File: src/design/sprom_pkg.sv
// constants and carrier types for the static memory and boot rom interface
package sprom_pkg;
  localparam int SPROM_CLK_HZ = 40000000;
  localparam int SPROM_NBANK = 3;
  // register word addresses (avalon word addressing)
  localparam logic [3:0] SPROM_REG_BANK0 = 4'h0;
  localparam logic [3:0] SPROM_REG_BANK1 = 4'h1;
  localparam logic [3:0] SPROM_REG_BANK2 = 4'h2;
  localparam logic [3:0] SPROM_REG_REFRESH = 4'h3;
  localparam logic [3:0] SPROM_REG_STANDBY = 4'h4;
  localparam logic [3:0] SPROM_REG_STATUS = 4'h5;
  // bank register fields
  localparam int SPROM_F_TYPE = 0;
  localparam int SPROM_F_WIDE = 2;
  localparam int SPROM_F_ROMSEL = 3;
  localparam int SPROM_F_POL = 4;
  localparam int SPROM_F_WAIT = 8;
  localparam logic [31:0] SPROM_ENABLE_BIT = 32'h0000_0001;
  // bank 0 resets to xt bus, byte wide, rom select on, active low
  localparam logic [7:0] SPROM_BANK0_RST = 8'h0A;
  localparam logic [7:0] SPROM_BANKN_RST = 8'h01;
  localparam logic [3:0] SPROM_WAIT_RST = 4'h3;
  // timing
  localparam int SPROM_SUSP_PULSE_NS = 8000;
  localparam int SPROM_SUSP_PULSE_CYC = (SPROM_SUSP_PULSE_NS * (SPROM_CLK_HZ / 1000000)
                                         + 999) / 1000;
  localparam int SPROM_RFSH_PULSE_NS = 100;
  localparam int SPROM_RFSH_PULSE_CYC = (SPROM_RFSH_PULSE_NS * (SPROM_CLK_HZ / 1000000)
                                         + 999) / 1000;
  localparam int SPROM_XT_EXTRA = 4;
  typedef enum logic [1:0] {
    SPROM_CYC_DRAM,
    SPROM_CYC_SRAM,
    SPROM_CYC_XT,
    SPROM_CYC_CARD
  } sprom_cyc_type;
  typedef struct packed {
    logic [3:0] wait_cnt;
    logic pol_high;
    logic rom_sel;
    logic wide;
    sprom_cyc_type cyc;
  } sprom_bank_type;
  typedef enum logic [2:0] {
    SPROM_IDLE,
    SPROM_ACCESS,
    SPROM_DONE,
    SPROM_SUSP_PULSE,
    SPROM_SUSPEND
  } sprom_state_type;
  typedef struct packed {
    logic [19:0] addr;
    logic [15:0] wdata;
    logic [1:0] lanes;
    logic write;
  } sprom_req_type;
  typedef struct packed {
    logic [18:0] sram_addr;
    logic [2:0] bank_sel;
    logic [1:0] oe_n;
    logic [1:0] we_n;
    logic [15:0] data_out;
    logic data_oe;
    logic refresh_n;
  } sprom_sram_pins_type;
  typedef struct packed {
    logic [19:0] rom_addr;
    logic boot_rom_select_n;
    logic mem_read_strobe_n;
    logic mem_write_strobe_n;
  } sprom_rom_pins_type;
endpackage

File: src/design/sprom_ctrl.sv
// static memory, pseudo static refresh and boot rom controller
//
// Added by the designer: the register addresses and the Avalon-MM register port.
`timescale 1ns/100ps
module sprom_ctrl
  import sprom_pkg::*;
#(
  parameter int RFSH_PERIOD = 600,
  parameter int SUSP_PULSE_CYC = SPROM_SUSP_PULSE_CYC
) (
  // clock and reset
  input wire logic clk_i,
  input wire logic rst_i,
  // avalon-mm register slave
  input wire logic [3:0] avs_address_i,
  input wire logic avs_read_i,
  input wire logic avs_write_i,
  input wire logic [31:0] avs_writedata_i,
  output logic [31:0] avs_readdata_o,
  output logic avs_waitrequest_o,
  // memory request from the cpu side, same clock
  input wire logic mem_req_i,
  input wire logic [1:0] mem_bank_i,
  input wire sprom_req_type mem_cmd_i,
  output logic mem_ack_o,
  output logic [15:0] mem_rdata_o,
  // power management, same clock
  input wire logic suspend_req_i,
  output logic suspended_o,
  // sram / psram pins
  input wire logic [15:0] ram_data_i,
  output sprom_sram_pins_type sram_o,
  // rom on the xt bus
  input wire logic [7:0] rom_data_i,
  output sprom_rom_pins_type rom_o
);

  ////////////////////////////////////////////////////////////////////////////
  // state
  typedef struct packed {
    sprom_bank_type [SPROM_NBANK-1:0] bank;
    logic rfsh_en;
    logic standby_mode;
    sprom_state_type st;
    logic [1:0] cur_bank;
    sprom_req_type req;
    logic hi_phase;
    logic [15:0] rdata;
    logic [15:0] tmr;
    logic [15:0] rfsh_cnt;
    logic [7:0] rfsh_width;
    logic rfsh_due;
    logic busy;
    logic ack;
    logic [31:0] rd;
    logic wait_n;
    logic waitreq;
    logic susp;
    sprom_sram_pins_type sram;
    sprom_rom_pins_type rom;
  } sprom_all_type;

  sprom_all_type s_q;
  sprom_all_type s_d;
  sprom_bank_type cb;
  logic rfsh_active;
  logic xt_cycle;
  logic acc_ok;
  logic rfsh_wrap;

  // currently addressed bank decoded once for the access state machine; the pin groups decode the next-state bank themselves
  assign cb = s_q.bank[s_q.cur_bank];
  assign xt_cycle = (cb.cyc == SPROM_CYC_XT);
  assign rfsh_active = (s_q.rfsh_width != 8'h00);
  // card and dram cycles belong to other blocks and are acked at once
  assign acc_ok = (cb.cyc == SPROM_CYC_SRAM) || xt_cycle;
  assign rfsh_wrap = (s_q.rfsh_cnt >= 16'(RFSH_PERIOD - 1));

  ////////////////////////////////////////////////////////////////////////////
  // next state
  always_comb begin
    s_d = s_q;
    s_d.ack = 1'b0;
    s_d.wait_n = 1'b0;
    // avalon slave: one wait cycle, answer on the second edge
    if ((avs_read_i || avs_write_i) && !s_q.wait_n) begin
      s_d.wait_n = 1'b1;
      s_d.rd = 32'h0000_0000;
      if (avs_address_i == SPROM_REG_BANK0) begin
        s_d.rd[11:0] = {s_q.bank[0].wait_cnt, 3'h0, s_q.bank[0][4:0]};
      end else if (avs_address_i == SPROM_REG_BANK1) begin
        s_d.rd[11:0] = {s_q.bank[1].wait_cnt, 3'h0, s_q.bank[1][4:0]};
      end else if (avs_address_i == SPROM_REG_BANK2) begin
        s_d.rd[11:0] = {s_q.bank[2].wait_cnt, 3'h0, s_q.bank[2][4:0]};
      end else if (avs_address_i == SPROM_REG_REFRESH) begin
        s_d.rd[0] = s_q.rfsh_en;
      end else if (avs_address_i == SPROM_REG_STANDBY) begin
        s_d.rd[0] = s_q.standby_mode;
      end else if (avs_address_i == SPROM_REG_STATUS) begin
        s_d.rd[2:0] = {s_q.st == SPROM_SUSPEND, s_q.st == SPROM_SUSP_PULSE, s_q.busy};
      end
    end
    // a write lands only at the edge where the master sees waitrequest low
    if (avs_write_i && s_q.wait_n) begin
      if (avs_address_i <= SPROM_REG_BANK2) begin
        // configuration sets cycle type, width, rom select, polarity per bank
        s_d.bank[avs_address_i[1:0]] = {avs_writedata_i[SPROM_F_WAIT +: 4],
                                        avs_writedata_i[SPROM_F_POL],
                                        avs_writedata_i[SPROM_F_ROMSEL],
                                        avs_writedata_i[SPROM_F_WIDE],
                                        sprom_cyc_type'(avs_writedata_i[SPROM_F_TYPE +: 2])
                                       };
      end else if (avs_address_i == SPROM_REG_REFRESH) begin
        s_d.rfsh_en = avs_writedata_i[0];
      end else if (avs_address_i == SPROM_REG_STANDBY) begin
        s_d.standby_mode = avs_writedata_i[0];
      end
    end
    s_d.waitreq = !s_d.wait_n;

    // periodic refresh timer; a due refresh waits for the pins to be free
    if (rfsh_wrap) begin
      s_d.rfsh_cnt = 16'h0000;
      s_d.rfsh_due = s_q.rfsh_en;
    end else begin
      s_d.rfsh_cnt = s_q.rfsh_cnt + 16'h0001;
    end
    if (rfsh_active) begin
      s_d.rfsh_width = s_q.rfsh_width - 8'h01;
    end
    if (!s_q.rfsh_en) begin
      s_d.rfsh_due = 1'b0;
      s_d.rfsh_width = 8'h00;
    end

    case (s_q.st)
      SPROM_IDLE: begin
        s_d.busy = 1'b0;
        if (s_q.rfsh_due && !rfsh_active) begin
          // short fixed low pulse suited to pseudo static self timing
          // a due raised in this same cycle wins over the clear
          s_d.rfsh_due = rfsh_wrap && s_q.rfsh_en;
          s_d.rfsh_width = 8'(SPROM_RFSH_PULSE_CYC);
        end else if (suspend_req_i && !rfsh_active) begin
          if (s_q.standby_mode && s_q.rfsh_en) begin
            s_d.st = SPROM_SUSP_PULSE;
            s_d.tmr = 16'(SUSP_PULSE_CYC);
          end else begin
            s_d.st = SPROM_SUSPEND;
          end
        end else if (mem_req_i && !rfsh_active && !s_q.rfsh_due && !s_q.ack) begin
          // the request still stands while ack shows; taking it again would repeat it
          s_d.st = SPROM_ACCESS;
          s_d.busy = 1'b1;
          s_d.cur_bank = (mem_bank_i < 2'(SPROM_NBANK)) ? mem_bank_i : 2'h0;
          s_d.req = mem_cmd_i;
          s_d.hi_phase = 1'b0;
          s_d.tmr = 16'h0000;
          s_d.rdata = 16'h0000;
        end
      end
      SPROM_ACCESS: begin
        // xt cycles stretch longer than sram cycles
        if (s_q.tmr < 16'({cb.wait_cnt}) + (xt_cycle ? 16'(SPROM_XT_EXTRA) : 16'h0000)) begin
          s_d.tmr = s_q.tmr + 16'h0001;
        end else if (xt_cycle && cb.wide && !s_q.hi_phase) begin
          // 16-bit rom transfer as two byte cycles, low byte first
          s_d.rdata[7:0] = rom_data_i;
          s_d.hi_phase = 1'b1;
          s_d.tmr = 16'h0000;
        end else begin
          if (xt_cycle) begin
            if (s_q.hi_phase) begin
              s_d.rdata[15:8] = rom_data_i;
            end else begin
              s_d.rdata[7:0] = rom_data_i;
            end
          end else if (cb.wide) begin
            s_d.rdata = ram_data_i;
          end else begin
            s_d.rdata = {8'h00, s_q.req.addr[0] ? ram_data_i[15:8] : ram_data_i[7:0]};
          end
          s_d.st = SPROM_DONE;
        end
        if (!acc_ok) begin
          s_d.st = SPROM_DONE;
        end
      end
      SPROM_DONE: begin
        s_d.ack = 1'b1;
        s_d.busy = 1'b0;
        s_d.st = SPROM_IDLE;
      end
      SPROM_SUSP_PULSE: begin
        // one long pulse drops the psram into self refresh
        s_d.rfsh_width = 8'h00;
        if (!s_q.rfsh_en || s_q.tmr == 16'h0000) begin
          s_d.st = SPROM_SUSPEND;
        end else begin
          s_d.tmr = s_q.tmr - 16'h0001;
        end
      end
      SPROM_SUSPEND: begin
        // no memory cycles here; leaving restarts periodic refresh at once
        s_d.rfsh_width = 8'h00;
        if (!suspend_req_i) begin
          s_d.st = SPROM_IDLE;
          s_d.rfsh_due = s_q.rfsh_en;
        end
      end
      default: s_d.st = SPROM_IDLE;
    endcase

    s_d.susp = (s_d.st == SPROM_SUSPEND);
    // pins, registered
    s_d.sram.bank_sel = 3'h0;
    for (int i = 0; i < SPROM_NBANK; i++) begin
      // bank n is driven by select n; polarity per bank
      s_d.sram.bank_sel[i] = s_d.bank[i].pol_high
        ^ !(s_d.st == SPROM_ACCESS && s_d.cur_bank == 2'(i)
            && s_d.bank[i].cyc == SPROM_CYC_SRAM);
    end
    // word banks shift by one, byte banks map straight through
    s_d.sram.sram_addr = s_d.bank[s_d.cur_bank].wide ? s_d.req.addr[19:1]
                                                      : s_d.req.addr[18:0];
    s_d.sram.oe_n = 2'h3;
    s_d.sram.we_n = 2'h3;
    s_d.sram.data_oe = 1'b0;
    s_d.sram.data_out = s_d.req.wdata;
    if (s_d.st == SPROM_ACCESS && s_d.bank[s_d.cur_bank].cyc == SPROM_CYC_SRAM) begin
      if (s_d.req.write) begin
        s_d.sram.we_n = ~s_d.req.lanes;
        s_d.sram.data_oe = 1'b1;
      end else begin
        s_d.sram.oe_n = ~s_d.req.lanes;
      end
    end
    s_d.sram.refresh_n = !(s_d.rfsh_en && ((s_d.rfsh_width != 8'h00)
                           || s_d.st == SPROM_SUSP_PULSE));
    // xt bus rom cycle
    s_d.rom.rom_addr = {s_d.req.addr[19:1], s_d.req.addr[0] | s_d.hi_phase};
    s_d.rom.boot_rom_select_n = !(s_d.bank[s_d.cur_bank].rom_sel
                                  && s_d.st != SPROM_SUSPEND
                                  && s_d.st != SPROM_SUSP_PULSE);
    s_d.rom.mem_read_strobe_n = !(s_d.st == SPROM_ACCESS && !s_d.req.write
                                  && s_d.bank[s_d.cur_bank].cyc == SPROM_CYC_XT);
    s_d.rom.mem_write_strobe_n = !(s_d.st == SPROM_ACCESS && s_d.req.write
                                   && s_d.bank[s_d.cur_bank].cyc == SPROM_CYC_XT);
  end

  ////////////////////////////////////////////////////////////////////////////
  // registers
  always_ff @(posedge clk_i) begin
    if (rst_i) begin
      s_q <= '0;
      s_q.bank[0] <= {SPROM_WAIT_RST, SPROM_BANK0_RST[4:0]};
      s_q.bank[1] <= {SPROM_WAIT_RST, SPROM_BANKN_RST[4:0]};
      s_q.bank[2] <= {SPROM_WAIT_RST, SPROM_BANKN_RST[4:0]};
      s_q.st <= SPROM_IDLE;
      s_q.waitreq <= 1'b1;
      s_q.sram.bank_sel <= 3'h7;
      s_q.sram.oe_n <= 2'h3;
      s_q.sram.we_n <= 2'h3;
      s_q.sram.refresh_n <= 1'b1;
      s_q.rom.boot_rom_select_n <= 1'b0;
      s_q.rom.mem_read_strobe_n <= 1'b1;
      s_q.rom.mem_write_strobe_n <= 1'b1;
    end else begin
      s_q <= s_d;
    end
  end

  // outputs straight from flip-flops
  assign avs_readdata_o = s_q.rd;
  assign avs_waitrequest_o = s_q.waitreq;
  assign mem_ack_o = s_q.ack;
  assign mem_rdata_o = s_q.rdata;
  assign suspended_o = s_q.susp;
  assign sram_o = s_q.sram;
  assign rom_o = s_q.rom;

endmodule // sprom_ctrl

File: config.mk
export PLATFORM = sky130hd
export DESIGN_NAME = sprom_ctrl
export DESIGN_NICKNAME = d
export VERILOG_FILES = /design/src/design/sprom_pkg.sv /design/src/design/sprom_ctrl.sv
export SDC_FILE = /design/constraint.sdc
export NUM_CORES = 1
export LEC_CHECK = 0
export BUFFER_PORTS_ARGS = -buffer_cell sky130_fd_sc_hd__buf_2
export CAP_MARGIN = 0
export CELL_PAD_IN_SITES_DETAIL_PLACEMENT = 1
export CELL_PAD_IN_SITES_GLOBAL_PLACEMENT = 2
export CORE_ASPECT_RATIO = 1.25
export CORE_UTILIZATION = 30
export DETAILED_ROUTE_END_ITERATION = 16
export PLACE_DENSITY = 0.9
export SLEW_MARGIN = 20
export SYNTH_ARGS = -nofsm -noshare
export SYNTH_HDL_FRONTEND = slang
export SYNTH_SLANG_ARGS = --single-unit
File: constraint.sdc
create_clock -name clk_i -period 5.9 [get_ports clk_i]
set_input_delay 0.59 -clock clk_i [delete_from_list [all_inputs] [get_ports clk_i]]
set_output_delay 0.59 -clock clk_i [all_outputs]
set_load 0.05 [all_outputs]
==> results of run 1 <==
state kept, by name (all words and copies together) (netlist names), named ones only:
name,count
s_q,89
sram_o,44
mem_rdata_o,16
avs_readdata_o,9
rom_o,4
avs_waitrequest_o,1
mem_ack_o,1
suspended_o,1
layout make-up:
cell class	count	area share [%]
Inverter	17	0.6394
Clock buffer	21	4.614
Timing Repair Buffer	192	10.01
Antenna cell	1	0.02508
Clock inverter	11	1.279
Multi-Input combinational cell	724	43.04
Sequential cell	177	35.51
Tap cell	390	4.890
how the worst max path moves through the flow:
stage | end | depth (start not counted)
4_1_cts | s_q[144] | 17
3_3_place_gp | s_q[144] | 16
3_5_place_dp | s_q[144] | 17
5_1_grt | s_q[144] | 17
2_1_floorplan | mem_rdata_o[0] | 15
6_report | s_q[144] | 17
per-layer routing:
metal	share of wire, %	vias up
li1	-	3628
met1	44	3606
met2	51	165
met3	3.9	24
met4	1.6	0
met5	0	-
cell usage in the layout, fill, tap and decap left out, drive strengths merged, types with 21 or more instances in the layout:
master	count
buf	192
dfxtp	177
nand2	147
nor2	89
a21oi	75
mux2i	59
o21ai	54
nand2b	30
conb	29
nor3	26
mux2	23
nand3	23
clkbuf	21
power by group through the flow:
stage | logic [uW] | clock network, uW | registers [uW]
5_1_grt | 439 | 1220 | 1250
4_1_cts | 410 | 1170 | 1250
2_1_floorplan | 333 | 0 | 1270
6_report | 407 | 1140 | 1250
3_3_place_gp | 403 | 0 | 1270
3_5_place_dp | 409 | 0 | 1280
per-stage QoR:
step           area (sq um)  hold WS (ps)
2_1_floorplan          8950         426.0
3_3_place_gp           9385         437.8
3_5_place_dp           9389         446.7
4_1_cts                9977         368.9
5_1_grt                9977         378.4
6_report               9980         382.2
worst max-delay path: cells and delay by family, from the launching register on:
family	cells	cell delay [ps]
AOI/OAI and AO/OA	6	1830
adders and majority gates	4	1020
buffers and inverters	3	610
DFF	1	670
and+or+nand+nor	4	590
cell families (layout without fill, tap and decap cells):
kind of cell	Yosys count	count (layout)
simple gates	391	391
compound gates	193	193
buf+inv	185	241
flops	177	177
mux	82	82
xor+xnor	18	18
fa+ha+maj	11	11
other cells	1	30
==> metrics.yaml, run 1 <==
synthesis:
  synth.area.top_cells: "dfxtp_1 (40%), buf_4 (9.8%), mux2i_1 (6.7%), nand2_1 (6.2%), a21oi_1 (4.2%)"
  synth.distinct_cells: 59
  yosys.area.top_type: "dfxtp_1"
  ys.flop_type: "dfxtp_1"
  synth_common_cells: "dfxtp_1 (177), nand2_1 (147), buf_4 (115)"
  synth_top_area_share_pct: 40.06
  synth_compound_area_share_pct: 13.13
  synth_top_family_by_area: "simple AND/OR/NAND/NOR gates"
  synthMuxAreaShare_pct: 9.605
  ys_seq_elements: 177
  synth_edf_count: 0
  syn_avg_cell_area_sq_um: 8.360
  synth_cells: 1058
  synthAdderAreaFrac_pct: 1.556
  asyncSetResetFlopFracSynth_pct: 0
  ys_seq_area_share_pct: 40.06
  synth_simple_gate_area_share_pct: 21.06
  synth-xor-area-share_pct: 1.782
  netlist_area_sq_mm: 0.008845
  yosysMostFrequentCell: "dfxtp_1"
  yosys_warnings: 0
floorplan:
  die_y_microns: 194.0
  dieArea_sq_mm: 0.03018
  row_count: 69
  die_w_microns: 155.6
  ios: 225
  core_sq_mm: 0.02875
  initial_core_util_pct: 30.77
sta:
  relSlewSlack_pct: 30.23
  rsz0062_at_grt: "false"
  timing.setup.tns_ps: 0
  tightestPinTransition_ps: 1041
  finalSetupViolations: 0
  drv_slew: 0
  finClkSkew_ps: 19.90
  fin_ws_ps: 1089
  fmax_ghz: 0.2079
  finalCritPeriodShare_pct: 81.54
  hold_viol_final: 0
  period_needed_ps: 4811
critical_path:
  path_cells: "nor2b_1, nand2_1, o21ai_0, ha_1, buf_4, ha_1, ha_1, inv_1, ha_1, nand3_1, a211oi_1, o31a_1, nor2_1, o311ai_1, buf_4, o21ba_2, a211oi_1"
  r2r_slack_ps: 1090
  rr_endpoint: "s_q[144]"
  end_kind: "flop"
  crit_start: "s_q[202]"
  critPathSlowestCell: "o311ai_1"
  cp_slowest_stage_delay_ps: 890
  startpoint_type: "flop"
  crit_required_ps: 6240
  r2r-start: "s_q[202]"
  path_common_cell: "ha_1"
  path_class: "flop to flop"
  crit_fanout: 28
  arrival_ps: 5150
  rr_worst_depth: 17
detailed_routing:
  dr_total_vias: 7423
  ant_nets: 0
  drt-pass1-iter-count: 4
  wl_per_cell_microns: 16.03
  drtIter0Drc: 294
  drc_errors: 0
  avgViaCountPerCell: 4.842
  routed_wl_microns: 24580
clock_tree:
  numCtsBuffers: 17
  h-tree-depth: 4
  clock-sinks: 177
  cts_resized: 0
  root_buffer: "clkbuf_16"
  postCtsSetupRepairBufs: 0
  cts_tree: "done"
  worstSkewPairLatency_ps: 440
  clkTransAtPathRegs_ps: 70
  clock_tree.buffer_depth: 2
  cts_hold_buffers: 0
min_path:
  hold_path_class: "input port to flop"
  min_path_cells: 3
  hp-start: "mem_cmd_i[13]"
  hold_path_end: "sram_o[12]"
finish:
  ff_latch_area_sq_mm: 0.003543
  fillers: 3489
  multi_input_area_sq_mm: 0.004295
  area_growth_pct: 12.83
  final_util_pct: 34.71
  finalNonFillerCells: 1533
  finalNetCount: 1247
  drive_gt1_share_pct: 22.59
place:
  gp_congestion: 0.8351
  port_buffers: 178
  dp_slack_ps: 1062
  dp_hpwl_microns: 17590
  placed_cells: 1500
grt:
  grt.overflow.total: 0
  grt_pass1_vias: 7623
  grt_use_total_pct: 16.39
  antenna_found_initial: 1
  grt_pass1_wl_microns: 39220
  globalRouteMet2Util_pct: 29.73
  met1_usage_pct: 18.98
  grt_util_met3_pct: 3.040
  grt_max_degree: 81
  busiest_layer: "met2"
power_and_ir_drop:
  p_sw_uw: 800.8
  pwr-share-seq_pct: 44.7
  ir_worst_vdd_mv: 0.1141
  power.total_uw: 2793
  total_leakage_power_uw: 0.004150
  power_frac_comb_pct: 14.6
  pwr-share-clk_pct: 40.7
  p_sw_share_pct: 28.67
  p_int_uw: 1992
  power_density_mw_per_mm2: 279.9
job:
  drv_cap: 0
run_status:
  status: "finished clean"
No activity file was read; power rests on OpenSTA's default activity.
==> run 2: changes to the inputs <==
==> constraint.sdc (replaced) <==
create_clock -name clk_i -period 5 [get_ports clk_i]
set_input_delay 0.5 -clock clk_i [delete_from_list [all_inputs] [get_ports clk_i]]
set_output_delay 0.5 -clock clk_i [all_outputs]
set_load 0.05 [all_outputs]
==> metrics.yaml, run 2 (same netlist as run 1, synthesis figures left out) <==
sta:
  hold_viol_final: 0  # unchanged
  rsz0062_at_grt: "false"
  relSlewSlack_pct: 32.28  # +2.0 points
  period_needed_ps: 4101  # -709.9 ps
  fmax_ghz: 0.2438  # +17%
  timing.setup.tns_ps: 0  # unchanged
  finalCritPeriodShare_pct: 82.02  # +0.48 points
  finalSetupViolations: 0  # unchanged
  fin_ws_ps: 898.8  # -190.1 ps
  finClkSkew_ps: 11.92  # -7.973 ps
  drv_slew: 0  # unchanged
  tightestPinTransition_ps: 1010  # -30.52 ps
grt:
  grt.overflow.total: 0  # unchanged
  grt_pass1_vias: 7584  # -0.51%
  grt_max_degree: 87  # +7.4%
  grt_use_total_pct: 16.39  # about the same
  antenna_found_initial: 2  # +1
  grt_pass1_wl_microns: 39430  # +0.53%
floorplan:
  die_y_microns: 194.0  # unchanged
  initial_core_util_pct: 30.77  # unchanged
  dieArea_sq_mm: 0.03018  # unchanged
  core_sq_mm: 0.02875  # unchanged
  ios: 225  # unchanged
  die_w_microns: 155.6  # unchanged
  row_count: 69  # unchanged
job:
  drv_cap: 0  # unchanged
detailed_routing:
  avgViaCountPerCell: 4.798  # -0.91%
  drc_errors: 0  # unchanged
  routed_wl_microns: 24110  # -1.9%
  drt-pass1-iter-count: 5  # +1
  drtIter0Drc: 285  # -3.1%
  dr_total_vias: 7375  # -0.65%
  ant_nets: 0  # unchanged
  wl_per_cell_microns: 15.68  # -2.2%
place:
  placed_cells: 1504  # +0.27%
  port_buffers: 178  # unchanged
  gp_congestion: 0.8154  # -2.4%
  dp_slack_ps: 554.0  # -507.9 ps
  dp_hpwl_microns: 17390  # -1.1%
min_path:
  hold_path_class: "input port to flop"
critical_path:
  cp_slowest_stage_delay_ps: 670  # -220 ps
  startpoint_type: "flop"
  cp_top_family: "simple AND/OR/NAND/NOR gates"
  critPathSlowestCell: "nor3b_1"
  r2r_slack_ps: 900  # -190 ps
  path_cells: "buf_4, mux2i_1, o21ai_0, ha_1, ha_1, ha_1, inv_1, ha_1, nor2b_1, o31a_1, o31a_1, or2_2, nor3b_1, nand3b_1"
  crit_buf_inv: 2  # -1
  path_common_cell: "ha_1"
  end_kind: "flop"
  arrival_ps: 4370  # -780 ps
  crit_required_ps: 5270  # -970 ps
  crit_fanout: 6  # -79%
  path_class: "flop to flop"
finish:
  regMostFlops: "s_q"
  largest_reg_flops: 89  # unchanged
  area_growth_pct: 13.85
  final_cell_mix: "dfxtp_1 (177), buf_2 (177), nand2_1 (147)"
  drive_gt1_share_pct: 23.04  # +0.44 points
  finalNetCount: 1251  # +0.32%
  finalNonFillerCells: 1537  # +0.26%
clock_tree:
  clock-sinks: 177  # unchanged
  clkTransAtPathRegs_ps: 70  # about the same
  cts_tree: "done"
  cts_hold_buffers: 0  # unchanged
  worstSkewPairLatency_ps: 430  # about the same
  root_buffer: "clkbuf_16"
  postCtsSetupRepairBufs: 0  # unchanged
  cts_resized: 0  # unchanged
  numCtsBuffers: 17  # unchanged
  h-tree-depth: 4  # unchanged
  clock_tree.buffer_depth: 2  # unchanged
power_and_ir_drop:
  power_frac_comb_pct: 14.1  # -0.5 points
  p_sw_share_pct: 28.35  # -0.32 points
  p_int_uw: 2446  # +23%
  pwr-share-seq_pct: 43.1  # -1.6 points
  total_leakage_power_uw: 0.004196  # +1.1%
  p_sw_uw: 967.8  # +21%
  ir_worst_vdd_mv: 0.2041  # +79%
  power_density_mw_per_mm2: 339.0  # +21%
  pwr-share-clk_pct: 42.7  # +2.0 points
run_status:
  status: "finished clean"
[run 2: power by group through the flow]
stage / combinational [uW] / sequential, uW / clock [uW]
final: 482 / 1470 / 1460
after CTS: 485 / 1470 / 1510
after global placement: 478 / 1500 / 0
after detailed placement: 483 / 1510 / 0
after global routing: 521 / 1480 / 1560
after floorplan: 393 / 1500 / 0
[run 2: final timing paths]
kind | from | to | depth (start not counted)
hold / removal | mem_cmd_i[13] | sram_o[12] | 3
setup reg to reg | s_q[202] | sram_o[18] | 14
setup / recovery | s_q[202] | sram_o[18] | 14
hold reg to reg | sram_o[17] | sram_o[17] | 2
[run 2: through the flow]
step	cell area (sq um)	power [uW]	utilization, %	hold WS, ps
detailed placement	9415	1989	32.75	445.5
global route	10070	3559	35.02	285.0
global placement	9415	1982	32.75	436.7
CTS	10060	3464	34.99	278.7
finish	10070	3413	35.03	299.6
floorplan	8950	1894	-	426.0
[run 2: cell type report]
cell class              instances  area, sq um
fillers                      3466        18680
multi-input cells             724         4299
flip-flops and latches        177         3543
repair buffers                196         1028
well taps                     390        488.0
clock buffers                  18        439.2
clock inverters                14        205.2
inverters                      17        63.81
diodes                          1        2.502
[run 2: tightest hold or removal path, cell delays in order]
cell	delay, ps
buf_2	100
nand2_1	40
a21oi_1	50
[run 2: layer usage]
| layer | share of wire [%] | GRT usage (%) | vias up |
|---|---|---|---|
| met4 | 1.2 | 4.611 | 2 |
| met3 | 4.2 | 3.040 | 19 |
| met2 | 50 | 29.05 | 178 |
| met5 | 0.054 | 0 | - |
| met1 | 45 | 19.98 | 3541 |
| li1 | - | - | 3635 |
